### config.mk
export PLATFORM = sky130hd
export DESIGN_NAME = slp_line_oh
export DESIGN_NICKNAME = d
export VERILOG_FILES = /design/src/slp_pkg.sv /design/src/slp_fifo.sv /design/src/slp_bip8.sv /design/src/slp_line_oh.sv
export SDC_FILE = /design/constraint.sdc
export NUM_CORES = 1
export LEC_CHECK = 0
export BUFFER_PORTS_ARGS = -buffer_cell sky130_fd_sc_hd__buf_2
export CAP_MARGIN = 20
export CORE_MARGIN = 2
export CORE_UTILIZATION = 35
export CTS_BUF_LIST = sky130_fd_sc_hd__clkbuf_8
export CTS_CLUSTER_DIAMETER = 30
export CTS_CLUSTER_SIZE = 14
export DETAILED_ROUTE_END_ITERATION = 6
export SKIP_LAST_GASP = 1
export SYNTH_ARGS = -nofsm -noshare
export SYNTH_HDL_FRONTEND = slang
export SYNTH_SLANG_ARGS = --single-unit
### constraint.sdc
create_clock -name mclk -period 16.25 [get_ports mclk]
set_clock_uncertainty 0.15 [all_clocks]
set_input_delay 0.8125 -clock mclk [delete_from_list [all_inputs] [get_ports mclk]]
set_output_delay 0.8125 -clock mclk [all_outputs]
set_load 0.02 [all_outputs]
### src/slp_pkg.sv
package slp_pkg;

	// Frame geometry of the twelve-way interleaved frame
	localparam int NSTS = 12;
	localparam int FRAME_BYTES = 9720;
	localparam logic [3:0] STS_FIRST = 4'h0;
	localparam logic [3:0] STS_FEBE = 4'h2;
	localparam logic [3:0] STS_LAST = 4'(NSTS - 1);
	localparam logic [3:0] ROW_SDCC = 4'h2;
	localparam logic [3:0] ROW_PTR = 4'h3;
	localparam logic [3:0] ROW_B2 = 4'h4;
	localparam logic [3:0] ROW_LDCC0 = 4'h5;
	localparam logic [3:0] ROW_LDCC1 = 4'h7;
	localparam logic [3:0] ROW_GROW = 4'h8;
	localparam logic [3:0] ROW_LAST = 4'h8;
	localparam logic [3:0] ROW_WRAP = 4'h6;
	localparam logic [6:0] COL_A = 7'h00;
	localparam logic [6:0] COL_B = 7'h01;
	localparam logic [6:0] COL_C = 7'h02;
	localparam logic [6:0] SPE_COL = 7'h03;
	localparam logic [6:0] GRP_LAST = 7'h59;
	localparam logic [9:0] SPE_BYTES = 10'h057;

	// Pointer and overhead byte values
	localparam logic [9:0] PTR_MAX = 10'h30e;
	localparam logic [9:0] I_MASK = 10'h2aa;
	localparam logic [9:0] D_MASK = 10'h155;
	localparam logic [3:0] JMAJ = 4'h3;
	localparam logic [3:0] NDF_NORM = 4'h6;
	localparam logic [15:0] CONCAT_IND = 16'h93ff;
	localparam logic [7:0] H3_FILL = 8'h00;
	localparam logic [6:0] FEBE_MAX = 7'(8 * NSTS);

	// Timing and sizing
	localparam int FRAME_US = 125;
	localparam int CLK_MHZ = 100;
	localparam int FRAME_CYC = FRAME_US * CLK_MHZ;
	localparam int FIFO_DEPTH = 8;
	localparam int FIFO_HI = 6;
	localparam int FIFO_LO = 2;
	localparam int CNT_W = 16;

	typedef enum logic [1:0] {JST_NONE, JST_POS, JST_NEG} slp_jst_e;
	typedef enum logic [1:0] {OHK_SDCC, OHK_LDCC, OHK_EOW} slp_ohk_e;

	typedef struct packed {
		logic [3:0] row;
		logic [6:0] grp;
		logic [3:0] sts;
	} slp_pos_s;

	typedef struct packed {
		logic poh;
		logic [3:0] sts;
		logic [7:0] dat;
	} slp_pl_s;

	typedef struct packed {
		slp_ohk_e kind;
		logic [7:0] dat;
	} slp_oh_s;

	// Next byte position in interleave order
	function automatic slp_pos_s slp_pos_next(input slp_pos_s p);
		slp_pos_s n;
		n = p;
		n.sts = p.sts + 4'h1;
		if (p.sts == STS_LAST)
		begin
			n.sts = 4'h0;
			n.grp = (p.grp == GRP_LAST) ? 7'h00 : p.grp + 7'h01;
			if (p.grp == GRP_LAST)
				n.row = (p.row == ROW_LAST) ? 4'h0 : p.row + 4'h1;
		end
		return n;
	endfunction

	// Overhead slot match on row and column group
	function automatic logic slp_at(input slp_pos_s p, input logic [3:0] r,
		input logic [6:0] g);
		return p.row == r && p.grp == g;
	endfunction

	// Count of ones in a ten bit word
	function automatic logic [3:0] slp_ones(input logic [9:0] v);
		logic [3:0] n;
		n = 4'h0;
		for (int i = 0; i < 10; i++)
			n = n + {3'h0, v[i]};
		return n;
	endfunction

	// Pointer after one justification, wrapping within range
	function automatic logic [9:0] slp_ptr_step(input logic [9:0] p,
		input slp_jst_e j);
		logic [9:0] n;
		n = p;
		if (j == JST_POS)
			n = (p == PTR_MAX) ? 10'h000 : p + 10'h001;
		else if (j == JST_NEG)
			n = (p == 10'h000) ? PTR_MAX : p - 10'h001;
		return n;
	endfunction

endpackage

### src/slp_fifo.sv
`timescale 1ns/1ns
module slp_fifo
#(
	parameter int W = 8,
	parameter int DEPTH = 8
)
(
	input wire logic mclk,
	input wire logic sys_rst,
	input wire logic in_valid,
	output logic in_ready,
	input wire logic [W-1:0] in_data,
	output logic out_valid,
	input wire logic out_ready,
	output logic [W-1:0] out_data,
	output logic [$clog2(DEPTH):0] level
);
	localparam int AW = $clog2(DEPTH);

	generate
		if (DEPTH < 2 || (1 << AW) != DEPTH)
			$error("slp_fifo depth must be a power of two");
	endgenerate

	logic [W-1:0] mem [DEPTH];
	logic [AW-1:0] wr_ix;
	logic [AW-1:0] rd_ix;

	// Handshakes and next fill level
	wire push = in_valid && in_ready;
	wire pop = out_valid && out_ready;
	wire [AW:0] next_level = level + (AW + 1)'(push) - (AW + 1)'(pop);
	assign out_data = mem[rd_ix];

	// Storage writes
	always_ff @(posedge mclk)
	begin
		if (push)
			mem[wr_ix] <= in_data;
	end

	// Pointers and registered full/empty flags
	always_ff @(posedge mclk)
	begin
		if (sys_rst)
		begin
			wr_ix <= '0;
			rd_ix <= '0;
			level <= '0;
			in_ready <= 1'b1;
			out_valid <= 1'b0;
		end
		else
		begin
			wr_ix <= wr_ix + AW'(push);
			rd_ix <= rd_ix + AW'(pop);
			level <= next_level;
			in_ready <= next_level != (AW + 1)'(DEPTH);
			out_valid <= next_level != '0;
		end
	end

endmodule

### src/slp_bip8.sv
`timescale 1ns/1ns
module slp_bip8
(
	input wire logic mclk,
	input wire logic sys_rst,
	input wire logic en,
	input wire logic sof,
	input wire logic [7:0] dat,
	output logic [7:0] par,
	output logic par_ok
);
	logic [7:0] acc;
	logic seen;

	// Even parity per bit lane, closed at each frame start
	always_ff @(posedge mclk)
	begin
		if (sys_rst)
		begin
			acc <= 8'h00;
			par <= 8'h00;
			par_ok <= 1'b0;
			seen <= 1'b0;
		end
		else if (en && sof)
		begin
			par <= acc;
			par_ok <= seen;
			seen <= 1'b1;
			acc <= dat;
		end
		else if (en)
			acc <= acc ^ dat;
	end

endmodule

### src/slp_line_oh.sv
`timescale 1ns/1ns
module slp_line_oh
	import slp_pkg::*;
#(
	parameter int FRAME_CYC = slp_pkg::FRAME_CYC,
	parameter int FIFO_DEPTH = slp_pkg::FIFO_DEPTH,
	parameter int CNT_W = slp_pkg::CNT_W
)
(
	input wire logic mclk,
	input wire logic sys_rst,
	input wire logic concat,
	input wire logic tx_pl_valid,
	output logic tx_pl_ready,
	input wire logic [7:0] tx_pl_data,
	input wire logic [15:0] tx_aps,
	input wire logic [7:0] tx_sdcc,
	input wire logic [7:0] tx_ldcc,
	input wire logic [7:0] tx_eow,
	output slp_pkg::slp_oh_s tx_take,
	output logic tx_take_vld,
	input wire logic [7:0] tx_scr_fb,
	output logic [7:0] tx_byte,
	output logic tx_vld,
	output logic tx_fs,
	output logic tx_undr,
	input wire logic rx_en,
	input wire logic rx_fs,
	input wire logic [7:0] rx_dat,
	input wire logic [7:0] rx_scr,
	output slp_pkg::slp_pl_s rx_pl,
	output logic rx_pl_vld,
	output slp_pkg::slp_oh_s rx_oh,
	output logic rx_oh_vld,
	output logic [15:0] rx_aps,
	output logic [6:0] rx_febe,
	output logic rx_b2_err,
	output logic [CNT_W-1:0] rx_b2_cnt
);
	import slp_pkg::*;

	generate
		if (FRAME_CYC <= FRAME_BYTES || FRAME_CYC > 65535)
			$error("slp_line_oh frame cycle count out of range");
		if (FIFO_DEPTH <= FIFO_HI || CNT_W < 4)
			$error("slp_line_oh fifo depth or counter width too small");
	endgenerate

	localparam int LW = $clog2(FIFO_DEPTH) + 1;

	// Byte rate divider: FRAME_BYTES strobes in every FRAME_CYC cycles
	logic [15:0] ben_acc;
	logic tx_en;
	wire [16:0] ben_sum = {1'b0, ben_acc} + 17'(FRAME_BYTES);
	wire ben_hit = ben_sum >= 17'(FRAME_CYC);

	always_ff @(posedge mclk)
	begin
		if (sys_rst)
		begin
			ben_acc <= 16'h0000;
			tx_en <= 1'b0;
		end
		else
		begin
			tx_en <= ben_hit;
			ben_acc <= ben_hit ? 16'(ben_sum - 17'(FRAME_CYC)) : ben_sum[15:0];
		end
	end

	// Transmit payload buffer
	logic f_ovalid;
	logic f_pop;
	logic [7:0] f_odata;
	logic [LW-1:0] f_level;

	slp_fifo #(.W(8), .DEPTH(FIFO_DEPTH)) u_fifo (
		.mclk(mclk),
		.sys_rst(sys_rst),
		.in_valid(tx_pl_valid),
		.in_ready(tx_pl_ready),
		.in_data(tx_pl_data),
		.out_valid(f_ovalid),
		.out_ready(f_pop),
		.out_data(f_odata),
		.level(f_level)
	);

	// Transmit line parity over the scrambled bytes returned
	logic [7:0] tx_par;

	slp_bip8 u_tx_bip (
		.mclk(mclk),
		.sys_rst(sys_rst),
		.en(tx_vld),
		.sof(tx_fs),
		.dat(tx_scr_fb),
		.par(tx_par),
		.par_ok()
	);

	// Transmit position decode
	slp_pos_s tx_pos;
	logic [9:0] tx_ptr;
	slp_jst_e tx_jst;
	logic [6:0] tx_febe_v;
	wire t_first = tx_pos.sts == STS_FIRST;
	wire t_oh = tx_pos.grp < SPE_COL;
	wire t_sof = tx_pos == '0;
	wire t_eof = tx_pos.row == ROW_LAST && tx_pos.grp == GRP_LAST
		&& tx_pos.sts == STS_LAST;
	wire t_h1 = slp_at(tx_pos, ROW_PTR, COL_A);
	wire t_h2 = slp_at(tx_pos, ROW_PTR, COL_B);
	wire t_h3 = slp_at(tx_pos, ROW_PTR, COL_C);
	wire t_b2 = slp_at(tx_pos, ROW_B2, COL_A);
	wire t_k1 = slp_at(tx_pos, ROW_B2, COL_B) && t_first;
	wire t_k2 = slp_at(tx_pos, ROW_B2, COL_C) && t_first;
	wire t_z2 = slp_at(tx_pos, ROW_GROW, COL_B) && tx_pos.sts == STS_FEBE;
	wire t_e2 = slp_at(tx_pos, ROW_GROW, COL_C) && t_first;
	wire t_sdcc = tx_pos.row == ROW_SDCC && t_oh && t_first;
	wire t_ldcc = tx_pos.row >= ROW_LDCC0 && tx_pos.row <= ROW_LDCC1
		&& t_oh && t_first;
	wire t_ohin = t_sdcc || t_ldcc || t_e2;
	wire t_stuff = tx_pos.row == ROW_PTR && tx_pos.grp == SPE_COL
		&& tx_jst == JST_POS;
	wire t_want = (!t_oh && !t_stuff) || (t_h3 && tx_jst == JST_NEG);
	assign f_pop = tx_en && t_want;

	// Pointer word with I or D bits inverted in a justification frame
	wire [9:0] t_inv = (tx_jst == JST_POS) ? I_MASK :
		(tx_jst == JST_NEG) ? D_MASK : 10'h000;
	wire [15:0] t_ptrw = (concat && !t_first) ? CONCAT_IND :
		{NDF_NORM, 2'b00, tx_ptr ^ t_inv};
	wire [7:0] t_ohdat = t_sdcc ? tx_sdcc : t_ldcc ? tx_ldcc : tx_eow;
	wire slp_ohk_e t_ohk = t_sdcc ? OHK_SDCC : t_ldcc ? OHK_LDCC : OHK_EOW;
	wire slp_jst_e next_jst = (f_level >= LW'(FIFO_HI)) ? JST_NEG :
		(f_level <= LW'(FIFO_LO)) ? JST_POS : JST_NONE;

	// Outgoing byte selection
	wire [7:0] t_byte =
		t_h1 ? t_ptrw[15:8] :
		t_h2 ? t_ptrw[7:0] :
		t_b2 ? (t_first ? tx_par : 8'h00) :
		t_k1 ? tx_aps[15:8] :
		t_k2 ? tx_aps[7:0] :
		t_z2 ? {1'b0, tx_febe_v} :
		t_ohin ? t_ohdat :
		t_want ? (f_ovalid ? f_odata : 8'h00) :
		t_h3 ? H3_FILL :
		8'h00;

	// Transmit frame counters, justification and output register
	always_ff @(posedge mclk)
	begin
		if (sys_rst)
		begin
			tx_pos <= '0;
			tx_ptr <= 10'h000;
			tx_jst <= JST_NONE;
			tx_byte <= 8'h00;
		end
		else if (tx_en)
		begin
			tx_pos <= slp_pos_next(tx_pos);
			tx_byte <= t_byte;
			if (t_sof)
				tx_jst <= next_jst;
			if (t_eof)
				tx_ptr <= slp_ptr_step(tx_ptr, tx_jst);
		end
	end

	// Transmit strobes and overhead take acknowledgement
	always_ff @(posedge mclk)
	begin
		if (sys_rst)
		begin
			tx_vld <= 1'b0;
			tx_fs <= 1'b0;
			tx_undr <= 1'b0;
			tx_take_vld <= 1'b0;
			tx_take <= '0;
		end
		else
		begin
			tx_vld <= tx_en;
			tx_fs <= tx_en && t_sof;
			tx_undr <= tx_en && t_want && !f_ovalid;
			tx_take_vld <= tx_en && t_ohin;
			if (tx_en && t_ohin)
				tx_take <= '{kind: t_ohk, dat: t_ohdat};
		end
	end

	// Receive line parity over the scrambled line bytes
	logic [7:0] rx_par;
	logic rx_par_ok;

	slp_bip8 u_rx_bip (
		.mclk(mclk),
		.sys_rst(sys_rst),
		.en(rx_en),
		.sof(rx_fs),
		.dat(rx_scr),
		.par(rx_par),
		.par_ok(rx_par_ok)
	);

	// Receive position and per-STS pointer state
	slp_pos_s rx_pos;
	logic [9:0] ptr_mem [NSTS];
	slp_jst_e jst_mem [NSTS];
	logic [7:0] h1_hold [NSTS];
	logic [7:0] k1_hold;
	wire slp_pos_s rp = rx_fs ? '0 : rx_pos;
	wire r_first = rp.sts == STS_FIRST;
	wire [3:0] r_ix = concat ? STS_FIRST : rp.sts;
	wire r_own = !concat || r_first;
	wire r_oh = rp.grp < SPE_COL;
	wire r_h1 = slp_at(rp, ROW_PTR, COL_A);
	wire r_h2 = slp_at(rp, ROW_PTR, COL_B);
	wire r_h3 = slp_at(rp, ROW_PTR, COL_C);
	wire r_b2 = slp_at(rp, ROW_B2, COL_A) && r_first;
	wire r_k1 = slp_at(rp, ROW_B2, COL_B) && r_first;
	wire r_k2 = slp_at(rp, ROW_B2, COL_C) && r_first;
	wire r_z2 = slp_at(rp, ROW_GROW, COL_B) && rp.sts == STS_FEBE;
	wire r_e2 = slp_at(rp, ROW_GROW, COL_C) && r_first;
	wire r_sdcc = rp.row == ROW_SDCC && r_oh && r_first;
	wire r_ldcc = rp.row >= ROW_LDCC0 && rp.row <= ROW_LDCC1
		&& r_oh && r_first;

	// Pointer interpretation: majority of inverted I or D bits
	wire [9:0] r_new = {h1_hold[rp.sts][1:0], rx_dat};
	wire [9:0] r_old = ptr_mem[r_ix];
	wire [3:0] r_ni = slp_ones((r_new ^ r_old) & I_MASK);
	wire [3:0] r_nd = slp_ones((r_new ^ r_old) & D_MASK);
	wire slp_jst_e r_jst = (r_ni >= JMAJ) ? JST_POS :
		(r_nd >= JMAJ) ? JST_NEG : JST_NONE;
	wire slp_jst_e r_jcur = jst_mem[r_ix];

	// Payload, stuffing and path overhead start
	wire [3:0] r_roff = (rp.row >= ROW_PTR) ? rp.row - ROW_PTR :
		rp.row + ROW_WRAP;
	wire [9:0] r_off = 10'(r_roff * SPE_BYTES) + 10'(rp.grp - SPE_COL);
	wire r_stuff = rp.row == ROW_PTR && rp.grp == SPE_COL
		&& r_jcur == JST_POS;
	wire r_data = (!r_oh && !r_stuff)
		|| (r_h3 && r_jcur == JST_NEG);
	wire r_poh = !r_oh && r_own && r_off == r_old;

	// Parity compare and saturating error count
	wire [3:0] r_errs = slp_ones({2'b00, rx_dat ^ rx_par});
	wire r_chk = rx_en && r_b2 && rx_par_ok;
	wire [CNT_W:0] r_sum = {1'b0, rx_b2_cnt} + (CNT_W + 1)'(r_errs);

	// Receive counters and pointer tracking
	always_ff @(posedge mclk)
	begin
		if (sys_rst)
		begin
			rx_pos <= '0;
			for (int i = 0; i < NSTS; i++)
			begin
				ptr_mem[i] <= 10'h000;
				jst_mem[i] <= JST_NONE;
				h1_hold[i] <= 8'h00;
			end
		end
		else if (rx_en)
		begin
			rx_pos <= slp_pos_next(rp);
			if (r_h1)
				h1_hold[rp.sts] <= rx_dat;
			if (r_h2 && r_own)
			begin
				jst_mem[r_ix] <= r_jst;
				if (r_jst != JST_NONE)
					ptr_mem[r_ix] <= slp_ptr_step(r_old, r_jst);
				else if (r_new <= PTR_MAX)
					ptr_mem[r_ix] <= r_new;
			end
		end
	end

	// Receive payload and overhead outputs
	always_ff @(posedge mclk)
	begin
		if (sys_rst)
		begin
			rx_pl <= '0;
			rx_pl_vld <= 1'b0;
			rx_oh <= '0;
			rx_oh_vld <= 1'b0;
		end
		else
		begin
			rx_pl_vld <= rx_en && r_data;
			rx_oh_vld <= rx_en && (r_sdcc || r_ldcc || r_e2);
			if (rx_en && r_data)
				rx_pl <= '{poh: r_poh, sts: rp.sts, dat: rx_dat};
			if (rx_en)
				rx_oh <= '{kind: r_sdcc ? OHK_SDCC : r_ldcc ? OHK_LDCC :
					OHK_EOW, dat: rx_dat};
		end
	end

	// Line error monitoring, protection bytes and far-end report
	always_ff @(posedge mclk)
	begin
		if (sys_rst)
		begin
			rx_b2_err <= 1'b0;
			rx_b2_cnt <= '0;
			tx_febe_v <= 7'h00;
			rx_febe <= 7'h00;
			rx_aps <= 16'h0000;
			k1_hold <= 8'h00;
		end
		else
		begin
			rx_b2_err <= r_chk && r_errs != 4'h0;
			if (r_chk)
				tx_febe_v <= {3'h0, r_errs};
			if (r_chk && r_errs != 4'h0)
				rx_b2_cnt <= r_sum[CNT_W] ? '1 : r_sum[CNT_W-1:0];
			if (rx_en && r_z2)
				rx_febe <= (rx_dat[6:0] > FEBE_MAX) ? 7'h00 : rx_dat[6:0];
			if (rx_en && r_k1)
				k1_hold <= rx_dat;
			if (rx_en && r_k2)
				rx_aps <= {k1_hold, rx_dat};
		end
	end

	// Frame period watch
	logic [15:0] fcyc;
	logic fseen;

	always_ff @(posedge mclk)
	begin
		if (sys_rst)
		begin
			fcyc <= 16'h0000;
			fseen <= 1'b0;
		end
		else
		begin
			fcyc <= tx_fs ? 16'h0001 : fcyc + 16'h0001;
			fseen <= fseen || tx_fs;
		end
	end
endmodule

# Yosys cells after proc, flatten, opt, wreduce, memory -nomap -nowiden
# Memory sizes are Yosys's and may differ from the RTL's. A register that Yosys moved wholly into a read port is not among the register bits.
# Index checks and enable logic that the tools add are counted.
dict set report totals {
  register_bits 204
  latch_bits 0
  mem_bits_rw 304
  romBits 0
  in_bits 78
  output_inout_bits 88
  elab_cells 317
  mem_count 4
}
# memory words width rd rd_ports_with_merged_regs wr line
set mem_list {}
lappend mem_list {ptr_mem 12 10 1 0 12 slp_line_oh.sv:211} ;# logic [9:0] ptr_mem [NSTS];
lappend mem_list {h1_hold 12 8 1 0 12 slp_line_oh.sv:213} ;# logic [7:0] h1_hold [NSTS];
lappend mem_list {u_fifo.mem 8 8 1 1 1 slp_fifo.sv:25} ;# logic [W-1:0] mem [DEPTH];
lappend mem_list {jst_mem 12 2 1 0 12 slp_line_oh.sv:212} ;# slp_jst_e jst_mem [NSTS];
dict set report op_classes {
  n_addsub 36
  mul 1
  n_div 0
  n_lt_le_gt_ge 14
  n_eq_ne 30
  n_shift 0
  mux 86
  n_bitwise 6
  n_reduce_logical 99
}
# cell count
set ops {}
lappend ops {{$mux 10} 15}
lappend ops {{$mux 8} 17}
lappend ops {{$logic_and 1x1->1} 65}
lappend ops {{$mux 16} 3}
lappend ops {{$mux 4} 9}
lappend ops {{$mux 15} 2}
lappend ops {{$add 4x1->4} 7}
lappend ops {{$eq 7x2->1 const B} 4}
lappend ops {{$mux 1} 27}
lappend ops {{$eq 4x2->1 const B} 6}
lappend ops {{$xor 8x8->8} 3}
lappend ops {{$mux 7} 3}
lappend ops {{$add 10x1->10 const B} 2}
lappend ops {{$eq 10x10->1 const B} 2}
lappend ops {{$logic_not 10->1} 2}
lappend ops {{$sub 10x1->10 const B} 2}
lappend ops {{$xor 10x10->10} 2}
lappend ops {{$add 16x14->17 const B} 1}
lappend ops {{$add 16x4->17} 1}
lappend ops {{$ge 17x14->1 const B} 1}
lappend ops {{$add 4x1->4 const B} 4}
lappend ops {{$eq 4x4->1 const B} 4}
lappend ops {{$mux 2} 8}
lappend ops {{$sub 16x14->16 const B} 1}
lappend ops {{40 further kinds} 81}

# Longest topological paths before layout
# Gate-level depths: netlist of the first run.
# An unclocked memory read counts as a cell.
dict set report logic_depth {
  word_depth 20
  depth_mapped 31
  ltp_nobuf 23
}

# Hierarchy
# Synthesis of the first run repeated with hierarchy kept, for this count alone.
dict set report unflattened {
  hier_cells 2534
  hier_area_um2 25981.2
}
# module instances cells_each area_each_um2 seq_area_each_um2
set by_module_without_submodules {}
lappend by_module_without_submodules {slp_line_oh 1 2198 21170.3 9849.4}
lappend by_module_without_submodules {slp_fifo 1 160 3071.7 2162.1}
lappend by_module_without_submodules {slp_bip8 2 88 869.6 360.3}

# Worst setup path after synthesis of the first run
# No wires, ideal clock.
dict set report synth_timing {
  path_kind {in2reg}
  startpoint {input rx_fs}
  endpoint {register rx_pl[12] (netlist bit)}
  setup_ns 0.101
  arrival_time_ns 6.354
  required_ns 15.999
  setup_slack_ns 9.645
  cell_stages 30
  path_buffers 8
  cell_sequence {buf_6 -> buf_6 -> buf_6 -> buf_2 -> buf_2 -> clkbuf_1 -> clkbuf_1 -> nand2b_1 -> inv_1 -> ha_1 -> clkbuf_1 -> a31oi_1 -> nor2_1 -> a21oi_1 -> o22a_1 -> xnor2_1 -> ha_1 -> or2_2 -> fa_1 -> inv_1 -> fa_1 -> inv_1 -> ha_1 -> o21ai_0 -> nand2_1 -> xnor2_1 -> xnor2_1 -> a2111oi_0 -> nand4_1 -> o41ai_1}
}
dict set report synth_between {
  elab_chain_cells 9
  elab_cells_between_ends 31
  classes_between {add/sub: 4; mul: 1; order compare: 2; eq/ne: 6; mux: 3; reduce/logical: 13; memory: 2}
}
# element line
set synth_lines {}
lappend synth_lines {{start, declared} slp_line_oh.sv:28} ;# input wire logic rx_fs,
lappend synth_lines {{$mux 15 *} slp_line_oh.sv:215} ;# wire slp_pos_s rp = rx_fs ? '0 : rx_pos;
lappend synth_lines {{parallel branches: the longest is 8 deep, another holds $mul 4x7->10} -}
lappend synth_lines {{end signal, assigned} slp_line_oh.sv:300} ;# rx_pl <= '{poh: r_poh, sts: rp.sts, dat: rx_dat};
lappend synth_lines {{end, declared} slp_line_oh.sv:31} ;# output slp_pkg::slp_pl_s rx_pl,
# Every way passes the cells marked *.
# A chain may end at the register's enable or synchronous reset.

==> results.ini, run 1 <==
[critical_path]
path_class = register to register
crit_buf_inv = 4
crit_slowest_cell = a211oi_2
cpLargestDelayFamily = compound AO/OA/AOI/OAI gates
path_max_fanout = 64
worst-endpoint-required_ns = 16.54
crit_chain = buf_4 > mux2i_1 > a2bb2oi_1 > a21oi_1 > a211oi_2 > xnor2_1 > fa_1 > fa_1 > inv_1 > ha_1 > a21oi_1 > nand2b_1 > inv_1 > nand2_1 > nor3b_2 > or2_2 > o32ai_2 > buf_4 > nor2_1
reg2reg_from = rx_pos[0]
cp-startpoint = rx_pos[0]
startpoint_type = register
critPathMaxStageDelay_ns = 0.78
cp.arrival_ns = 7.88
crit_path_end_kind = register

[placement]
place_hpwl_um = 49600
port_buffers = 165
gp_congestion = 0.935

[global_routing]
grt_use_total_pct = 18.4
grt_antenna_before_repair = 1
globalRouteMet3Util_pct = 3.66
grt_busiest_layer = met2
grt_pass1_vias = 20100
met2_usage_pct = 30.7
grtUsageMet1_pct = 23.2
grt_max_degree = 90
overflow = 0
grt_pass1_wl_um = 113000

[floorplan]
die_height_um = 277
die_area_um2 = 76500
die_x_um = 277
ios = 166
num_rows = 99
core_um2 = 73300
initial_core_util_pct = 35.5

[clocking]
cts-root-buf = clkbuf_8
cts_made_buffers = 109
cts.sinks = 490
clockBufferDepth = 3
cts_resized = 0
htree_levels = 3
cts_setup_buffers = 0
clk_pin_slew_ns = 0.06
clk-insertion-delay-late_ns = 0.70
postCtsHoldBufs = 0
cts_tree = done

[timing]
fin_crit_ns = 7.59
finalHoldViolCount = 0
setup_viol = 0
fmax_mhz = 132
worst-slew-pin-transition_ns = 1.07
rsz0062_at_grt = no
slew_headroom_pct = 28.1
finalCritPeriodShare_pct = 46.7
maxSlewViolCount = 0
setup_tns_ns = 0

[finish]
drive_gt1_share_pct = 18.0
nNetsFinal = 2871
n_fill_cell = 7004
utilization_pct = 41.1
syn_to_final_growth_pct = 16.0

[hold_path]
min-delay-path-class = input pin to register
min_from = tx_scr_fb[1]

[power]
ir_worst_vdd_v = 0.0000776
powerDensity_nw_per_um2 = 128
total_leakage_power_nw = 11.3
total_power_w = 0.00385

[synth]
synth_area_leaders = edfxtp_1 (33%), dfxtp_1 (16%), nor2_1 (5.5%)
synth_edf_count = 288
yosysSeqAreaShare_pct = 48.8
synth_area_leader_cell = edfxtp_1
yosysWarnings = 0
postSynth.topFlopCell = edfxtp_1
synth_common_cells = nor2_1 (384), edfxtp_1 (288), dfxtp_1 (202)
ys_types = 94
ys_ff_latch = 490
synth_most_common_cell = nor2_1
syn_nets = 2738
synth_area_um2 = 26000
synth_top_area_share_pct = 33.2
synth-async-reset-ratio_pct = 0
synth_area_per_cell_um2 = 10.2
syn_inst = 2562

[routing]
vias_per_cell = 5.42
wl_um = 72600
drc = 0
drtPass1Iterations = 5
wl_per_cell_um = 19.4
detail-route-antenna-nets = 0
vias = 20300
dr.first_iter.drc_count = 1794

[flow_run]
cap_violations = 0

[status]
outcome = finished clean

-- power by group --
part	total (W)	switching (W)	leakage (nW)	internal, W
combinational	0.000797	0.000517	5.67	0.000279
clock	0.00158	0.000610	1.34	0.000971
sequential	0.00148	0.0000651	4.32	0.00141
total	0.00385	0.00119	11.3	0.00266
-- worst register-to-register path: cells and delay by family, from the launching register on --
family / cells / cell delay, ns
buffers and inverters: 4 / 1.40
xor gates and xnor gates: 1 / 0.20
AOI/OAI and AO/OA: 5 / 2.14
DFF: 1 / 0.65
muxes: 1 / 0.35
and+or+nand+nor: 5 / 1.26
adders and majority gates: 3 / 1.17
-- kinds of logic (layout without fill, tap and decap cells) --
logic type / after synthesis / count (layout) / synth area share [%]
xor gates and xnor gates: 102 / 102 / 3.43
other: 0 / 3 / 0
and+or+nand+nor: 982 / 982 / 18.9
buffers and inverters: 257 / 482 / 4.27
DFF: 490 / 490 / 48.8
AOI/OAI and AO/OA: 483 / 483 / 12.5
adders and majority gates: 98 / 98 / 5.23
muxes: 150 / 150 / 6.86
-- layout make-up --
cell class	count	area, µm²	share of cell area [%]
sequential	490	12700	42.1
inverter	73	274	0.908
multi-input combinational	1815	12300	40.7
timing repair buffer	206	1150	3.82
clock buffer	121	1670	5.52
tap	959	1200	3.98
antenna	3	7.51	0.0249
clock inverter	82	906	3.00
-- final timing paths --
| check | endpoint | slack (ns) | cells after the start |
|---|---|---|---|
| worst max-delay path | ptr_mem[9][2] | 8.66 | 19 |
| worst min-delay path | u_tx_bip.acc[1] | 0.23 | 3 |
| worst max register to register | ptr_mem[9][2] | 8.66 | 19 |
| worst min register to register | tx_undr | 0.26 | 1 |
-- routing by layer --
layer / vias up / part of all wire (%)
met5: - / 0
met4: 0 / 3.8
met3: 175 / 6.5
met2: 737 / 47
met1: 9868 / 42
li1: 9545 / -
-- state kept, by name, summed over array words and instances, names as in the netlist, 13 cells and up --
register / cells
h1_hold: 32
rx_aps: 16
rx_b2_cnt: 16
ben_acc: 14
rx_pos: 15
rx_pl: 13
u_fifo.mem: 64
jst_mem: 32
ptr_mem: 160
tx_pos: 15
-- layout by cell type (no fill, tap or decap), types with 25 or more instances in the layout --
cell type,instances
dfxtp_1,200
mux2i_1,103
nor3_1,69
inv_1,85
buf_2,163
mux2_2,27
nand3_1,55
edfxtp_1,288
or3_1,25
nor2b_1,29
nand2_1,160
nor2_1,384
o21bai_1,36
clkbuf_8,121
xnor2_1,64
nand2b_1,57
xor2_1,38
buf_4,40
nor4b_1,30
o21ai_0,94
a21oi_1,147
ha_1,80
-- per-stage QoR --
stage,cell area (µm²),hold WS [ns],setup slack (ns),std cells
final,30200,0.226,8.66,3749
after global routing,30200,0.192,8.32,3747
after CTS,30100,0.170,8.46,3743
after detailed placement,27600,0.254,8.00,3540
after global placement,27500,0.257,8.17,3538
after floorplan,26000,0.243,9.64,2562
Note: power is estimated with default switching activity, not from simulation.
==> run 2, diff against run 1 <==
==> constraint.sdc (replaced) <==
create_clock -name mclk -period 6.8 [get_ports mclk]
set_clock_uncertainty 0.15 [all_clocks]
set_input_delay 0.34 -clock mclk [delete_from_list [all_inputs] [get_ports mclk]]
set_output_delay 0.34 -clock mclk [all_outputs]
set_load 0.02 [all_outputs]
==> run 2 against run 1 <==
Compared with the run above: count of clock-buffer cells in the layout down 7; clock power up 140%; sequential share of layout area down 1.1 points; routed wire length up 3.6%; total power up 140%; sequential power up 140%; via count up 2.6%; die area unchanged; worst setup slack worse by 8.0 ns; first-iteration DRC count up 8.0%; critical path depth up 1; combinational power rose to 2.5 times the previous value; highest routed layer unchanged.
==> results.ini, run 2 (same netlist as run 1, synthesis figures left out) <==
[critical_path]
cp-startpoint = rx_pos[0]  ; unchanged
path_class = register to register  ; unchanged
critPathMaxStageDelay_ns = 0.88  ; was 0.78 ns
reg2reg_from = rx_pos[0]  ; unchanged
worst-endpoint-required_ns = 7.21  ; was 16.54 ns
startpoint_type = register  ; unchanged
crit_path_frequent_cell = buf_4
crit_chain = buf_4 > nor4b_1 > o21bai_1 > a21oi_1 > a211oi_1 > buf_4 > xnor2_1 > fa_1 > fa_1 > inv_1 > ha_1 > a21oi_1 > buf_4 > nand2b_1 > or4_1 > or4_4 > a2111oi_4 > a221oi_2 > buf_4 > nor2_1  ; was buf_4 > mux2i_1 > a2bb2oi_1 > a21oi_1 > a211oi_2 > xnor2_1 > fa_1 > fa_1 > inv_1 > ha_1 > a21oi_1 > nand2b_1 > inv_1 > nand2_1 > nor3b_2 > or2_2 > o32ai_2 > buf_4 > nor2_1
path_max_fanout = 63  ; was 64
crit_slowest_cell = dfxtp_4  ; was a211oi_2
cp.arrival_ns = 6.56  ; was 7.88 ns
crit_path_end_kind = register  ; unchanged

[routing]
drc = 0  ; unchanged
vias = 20900  ; was 20300
dr.first_iter.drc_count = 1938  ; was 1794
wl_um = 75200  ; was 72600 µm
drtPass1Iterations = 6  ; was 5
wl_per_cell_um = 19.6  ; was 19.4 µm
vias_per_cell = 5.44  ; was 5.42
detail-route-antenna-nets = 0  ; unchanged

[finish]
largestRegisters = ptr_mem: 160 flops, u_fifo.mem: 64 flops  ; unchanged
drive_gt1_share_pct = 18.6  ; was 18.0%
stdcell_count = 3831  ; was 3749
layout_commonest_cell = nor2_1  ; unchanged
largest_reg_flops = 160  ; unchanged
final_cell_mix = nor2_1 (384), edfxtp_1 (288), dfxtp_1 (200)  ; unchanged
max_flop_register = ptr_mem  ; unchanged
nNetsFinal = 2952  ; was 2871
n_fill_cell = 6991  ; was 7004
syn_to_final_growth_pct = 19.1  ; was 16.0%

[clocking]
clockBufferDepth = 3  ; unchanged
clk-insertion-delay-late_ns = 0.71  ; was 0.70 ns
clk_pin_slew_ns = 0.06  ; about the same
cts_tree = done  ; unchanged
cts.sinks = 490  ; unchanged
cts-root-buf = clkbuf_8  ; unchanged
htree_levels = 3  ; unchanged
cts_made_buffers = 109  ; unchanged

[global_routing]
overflow = 0  ; unchanged
globalRouteMet3Util_pct = 4.26  ; was 3.66%
grt_busiest_layer = met2  ; unchanged
grt_pass1_wl_um = 118000  ; was 113000 µm
grt_pass1_vias = 20900  ; was 20100
met2_usage_pct = 32.4  ; was 30.7%
grt_max_degree = 87  ; was 90
grt_antenna_before_repair = 1  ; unchanged
grt_use_total_pct = 19.3  ; was 18.4%
grtUsageMet1_pct = 24.9  ; was 23.2%

[hold_path]
min_from = rx_dat[2]  ; was tx_scr_fb[1]
min-delay-path-class = input pin to register  ; unchanged

[timing]
setup_tns_ns = 0  ; unchanged
setup_viol = 0  ; unchanged
slew_headroom_pct = 32.5  ; was 28.1%
finalCritPeriodShare_pct = 90.5  ; was 46.7%
rsz0062_at_grt = no  ; unchanged
finalHoldViolCount = 0  ; unchanged
fin_crit_ns = 6.15  ; was 7.59 ns
maxSlewViolCount = 0  ; unchanged
fmax_mhz = 163  ; was 132 MHz
worst-slew-pin-transition_ns = 1.01  ; was 1.07 ns

[power]
pwr-share-comb_pct = 21.3  ; was 20.7%
powerDensity_nw_per_um2 = 303  ; was 128 nW/µm²
clkPwrFrac_pct = 41.2  ; was 41.0%
p_switching_w = 0.00291  ; was 0.00119 W
ir_worst_vdd_v = 0.000228  ; was 0.0000776 V
total_power_w = 0.00937  ; was 0.00385 W
p_seq_share_pct = 37.5  ; was 38.3%
power.internal_w = 0.00645  ; was 0.00266 W
total_leakage_power_nw = 11.7  ; was 11.3 nW
switching_share_pct = 31.1  ; was 30.9%

[floorplan]
core_um2 = 73300  ; unchanged
die_x_um = 277  ; unchanged
num_rows = 99  ; unchanged
die_height_um = 277  ; unchanged
die_area_um2 = 76500  ; unchanged
initial_core_util_pct = 35.5  ; unchanged
ios = 166  ; unchanged

[status]
outcome = finished clean  ; unchanged

[placement]
place_hpwl_um = 52100  ; was 49600 µm
place_inst = 3571  ; was 3540
gp_congestion = 0.955  ; was 0.935
port_buffers = 165  ; unchanged

[flow_run]
cap_violations = 0  ; unchanged

## run 2: cell count changes in the layout (fill, tap and decap cells not counted), moves of 4 or more
cell           previous run  this run
buf_4                    40        67
clkbuf_8                121       114
dlygate4sd3_1             0        53
clkinv_2                 19        26
inv_1                    85        81
## run 2: layout make-up
| class | instances | area (µm²) | share of cell area [%] |
|---|---|---|---|
| Sequential cell | 490 | 12700 | 41.0 |
| Multi-Input combinational cell | 1815 | 12300 | 39.6 |
| Timing Repair Buffer | 287 | 1920 | 6.19 |
| Clock buffer | 114 | 1570 | 5.07 |
| Tap cell | 959 | 1200 | 3.87 |
| Clock inverter | 92 | 1050 | 3.40 |
| Inverter | 73 | 274 | 0.885 |
| Antenna cell | 1 | 2.50 | 0.00808 |
## run 2: metrics by stage
stage | utilization [%] | area, µm² | setup slack (ns) | hold slack (ns)
after floorplan | - | 26000 | 0.667 | 0.243
after global placement | 37.9 | 27800 | 0.565 | 0.259
after detailed placement | 37.9 | 27800 | 0.546 | 0.262
after CTS | 42.2 | 31000 | 0.744 | 0.0359
after global routing | 42.2 | 31000 | 0.420 | 0.0685
final | 42.2 | 31000 | 0.647 | 0.0927
## run 2: path summary, 6_finish.rpt
check,to,slack (ns),cells past startpoint
setup / recovery,ptr_mem[4][7],0.65,20
hold / removal,rx_febe[2],0.09,4
setup reg to reg,ptr_mem[4][7],0.65,20
hold reg to reg,tx_undr,0.27,1
## run 2: power by group through the flow
| stage | registers, W | logic, W | clock network [W] |
|---|---|---|---|
| 6_report | 0.00352 | 0.00200 | 0.00386 |
| 5_1_grt | 0.00354 | 0.00219 | 0.00407 |
| 4_1_cts | 0.00352 | 0.00199 | 0.00393 |
| 3_5_place_dp | 0.00358 | 0.00195 | 0 |
| 3_3_place_gp | 0.00357 | 0.00191 | 0 |
| 2_1_floorplan | 0.00352 | 0.00133 | 0 |
## run 2: per-layer routing
layer	share of wire, %	wire (µm)
met5	0	0
met4	2.3	1730
met3	6.9	5190
met2	48	36100
met1	43	32200
## run 2: timing repair
action / 4_1_cts / 5_1_grt
gates resized for setup: 0 / 0
setup buffers: 0 / 0
hold endpoints to repair: 131 / 0
hold buffers: 53 / 0
## run 2: worst max-delay path, delay by kind of cell, from the launching register on
| family | cells | cell delay, ns |
|---|---|---|
| AO/OA/AOI/OAI | 6 | 0.95 |
| XOR/XNOR | 1 | 0.22 |
| adder cells (fa/ha/maj) | 3 | 1.05 |
| buffers and inverters | 5 | 0.97 |
| flip-flops | 1 | 0.88 |
| AND/OR/NAND/NOR | 5 | 1.73 |
==> run 3, diff against run 2 <==
--- a/config.mk
+++ b/config.mk
@@ -5,9 +5,10 @@
 export SDC_FILE = /design/constraint.sdc
 export NUM_CORES = 1
 export LEC_CHECK = 0
+export ABC_AREA = 1
 export BUFFER_PORTS_ARGS = -buffer_cell sky130_fd_sc_hd__buf_2
 export CAP_MARGIN = 20
-export CORE_MARGIN = 2
+export CORE_MARGIN = 5
 export CORE_UTILIZATION = 35
 export CTS_BUF_LIST = sky130_fd_sc_hd__clkbuf_8
 export CTS_CLUSTER_DIAMETER = 30
==> run 3 against run 2 <==
Compared with the run above: total power fell by 7.5%; final cell count rose by 14%; largest cell class unchanged; routed wire length rose by 0.61%; hold slack got worse by 0.0081 ns; largest power group is now sequential cells; worst setup slack improved by 0.15 ns.
==> results.ini, run 3 <==
[status]
outcome = finished clean  ; unchanged

[synth]
synth_most_common_cell = nand2_1  ; was nor2_1
ys_types = 68  ; was 94
synth_xor_area_share_pct = 2.85  ; was 3.43%
synth_area_leaders = edfxtp_1 (33%), dfxtp_1 (16%), nand2_1 (9.5%)  ; was edfxtp_1 (33%), dfxtp_1 (16%), nor2_1 (5.5%)
synth_top_family_by_area = simple AND/OR/NAND/NOR gates  ; unchanged
synth_edf_count = 288  ; unchanged
yosys.area_share.simple_pct = 24.7  ; was 18.9%
synth_common_cells = nand2_1 (659), nor2_1 (407), inv_1 (334)  ; was nor2_1 (384), edfxtp_1 (288), dfxtp_1 (202)
synth_area_leader_cell = edfxtp_1  ; unchanged
syn_inst = 3096  ; was 2562
yosysSeqAreaShare_pct = 48.7  ; was 48.8%
synth_area_per_cell_um2 = 8.42  ; was 10.2 µm²
ys_ff_latch = 490  ; unchanged
synth-async-reset-ratio_pct = 0  ; unchanged
postSynth.topFlopCell = edfxtp_1  ; unchanged
yosysWarnings = 0  ; unchanged
synth_mux_area_share_pct = 0  ; was 6.86%
synth_area_um2 = 26100  ; was 26000 µm²
synth_adder_area_share_pct = 5.22  ; was 5.23%
syn_nets = 3272  ; was 2738
synth_top_area_share_pct = 33.2  ; about the same
synth_compound_area_share_pct = 10.4  ; was 12.5%

[finish]
diodes = 0  ; was 1
final_cell_mix = nand2_1 (659), nor2_1 (407), inv_1 (345)  ; was nor2_1 (384), edfxtp_1 (288), dfxtp_1 (200)
syn_to_final_growth_pct = 16.9  ; was 19.1%
final_cell_area_um2 = 30500  ; was 31000 µm²
nNetsFinal = 3504  ; was 2952
largestRegisters = ptr_mem: 160 flops, u_fifo.mem: 64 flops  ; unchanged
utilization_pct = 41.1  ; was 42.2%
drive_gt1_share_pct = 16.3  ; was 18.6%
layout_commonest_cell = nand2_1  ; was nor2_1
largest_reg_flops = 160  ; unchanged
max_flop_register = ptr_mem  ; unchanged

[clocking]
clk-insertion-delay-late_ns = 0.71  ; about the same
cts_tree = done  ; unchanged
cts_made_buffers = 100  ; was 109
htree_levels = 3  ; unchanged
clockBufferDepth = 3  ; unchanged
cts_setup_buffers = 0  ; unchanged
cts-root-buf = clkbuf_8  ; unchanged
cts.sinks = 490  ; unchanged
clk_pin_slew_ns = 0.06  ; about the same

[critical_path]
crit_path_end_kind = register  ; unchanged
crit_buf_inv = 6  ; was 5
path_max_fanout = 14  ; was 63
cpLargestDelayFamily = simple AND/OR/NAND/NOR gates  ; unchanged
path_class = register to register  ; unchanged
crit_slowest_cell = o21bai_4  ; was dfxtp_4
critPathMaxStageDelay_ns = 0.57  ; was 0.88 ns
cp.arrival_ns = 6.28  ; was 6.56 ns
crit_path_frequent_cell = nand2_2  ; was buf_4
startpoint_type = register  ; unchanged
worst-path-stages = 27  ; was 20
worst-endpoint-required_ns = 7.07  ; was 7.21 ns
ff2ff_path_depth = 27  ; was 20

[flow_run]
cap_violations = 0  ; unchanged

[timing]
fmax_mhz = 166  ; was 163 MHz
maxSlewViolCount = 0  ; unchanged
fin_crit_ns = 6.01  ; was 6.15 ns
setup_viol = 0  ; unchanged
finalHoldViolCount = 0  ; unchanged
finalCritPeriodShare_pct = 88.3  ; was 90.5%
worst-slew-pin-transition_ns = 1.03  ; was 1.01 ns
worst_slack_ns = 0.793  ; was 0.647 ns
rsz0062_at_grt = no  ; unchanged
hold_ws_ns = 0.0846  ; was 0.0927 ns
slew_headroom_pct = 31.4  ; was 32.5%
setup_tns_ns = 0  ; unchanged

[power]
powerDensity_nw_per_um2 = 284  ; was 303 nW/µm²
total_leakage_power_nw = 12.9  ; was 11.7 nW
ir_worst_vdd_v = 0.000305  ; was 0.000228 V

[routing]
wl_um = 75600  ; was 75200 µm
drc = 0  ; unchanged
vias_per_cell = 4.96  ; was 5.44
detail-route-antenna-nets = 0  ; unchanged
vias = 21700  ; was 20900
dr.first_iter.drc_count = 1732  ; was 1938
wl_per_cell_um = 17.3  ; was 19.6 µm
drtPass1Iterations = 7  ; was 6

[placement]
gp_congestion = 0.915  ; was 0.955
port_buffers = 165  ; unchanged
post-place-ws_ns = 0.676  ; was 0.546 ns
postPlaceCellArea_um2 = 27700  ; was 27800 µm²
place_hpwl_um = 52500  ; was 52100 µm

[hold_path]
hold_depth = 9  ; was 4
min-delay-path-class = input pin to register  ; unchanged

[floorplan]
initial_core_util_pct = 35.1  ; was 35.5%
die_height_um = 283  ; was 277 µm
num_rows = 100  ; was 99
die_x_um = 283  ; was 277 µm
die_area_um2 = 80100  ; was 76500 µm²
ios = 166  ; unchanged
core_um2 = 74200  ; was 73300 µm²

[global_routing]
grt_antenna_before_repair = 1  ; unchanged
grt_use_total_pct = 18.2  ; was 19.3%
grt_max_degree = 101  ; was 87
grt_pass1_wl_um = 118000  ; about the same
grt_pass1_vias = 21100  ; was 20900
overflow = 0  ; unchanged

## run 3: routing by layer
metal	share of wire (%)	up-vias	GRT usage, %
met5	0	-	0
met4	2.9	0	6.16
met3	7.0	139	3.52
met2	47	743	30.2
met1	43	10200	24.1
li1	-	10700	-
## run 3: logic make-up (layout without fill, tap and decap cells)
family | Yosys count | in the layout
buf+inv | 495 | 812
simple gates | 1454 | 1454
flops | 490 | 490
fa+ha+maj | 98 | 98
xor+xnor | 85 | 85
compound gates | 474 | 474
## run 3: final timing paths
path	start	to	slack [ns]
setup / recovery	rx_pos[1]	ptr_mem[15][6]	0.79
hold / removal	tx_aps[3]	tx_byte[3]	0.08
setup reg to reg	rx_pos[1]	ptr_mem[15][6]	0.79
hold reg to reg	u_fifo.out_valid	tx_undr	0.27
## run 3: repair_timing
action,in CTS,in global routing
endpoints found under the hold margin,120,0
setup endpoints to repair,0,0
hold buffers,56,0
resized for setup,0,0
## run 3: where the power goes
part / switching [W] / internal [W]
Combinational: 0.00128 / 0.000517
Sequential: 0.0000928 / 0.00335
Clock: 0.00149 / 0.00194
Total: 0.00286 / 0.00580
## run 3: metrics by stage
step                      power [W]  instances
after floorplan             0.00476       3096
after global placement      0.00525       4139
after detailed placement    0.00526       4139
after CTS                   0.00873       4382
after global routing        0.00909       4382
final                       0.00866       4382
## run 3: worst register-to-register path: cells and delay by family (launching register included)
kind / cells / cell delay, ns
AND/OR/NAND/NOR: 15 / 2.06
XOR/XNOR: 1 / 0.24
AO/OA/AOI/OAI: 2 / 0.76
buffers and inverters: 6 / 0.94
adder cells (fa/ha/maj): 3 / 1.16
flip-flops: 1 / 0.43
## run 3: cell type report
type                       instances  area, µm²
timing repair buffer             257       1670
fill                            7476      43700
inverter                         368       1390
tap                              969       1210
multi-input combinational       2111      11300
clock buffer                     103       1420
clock inverter                    84        852
sequential                       490      12700
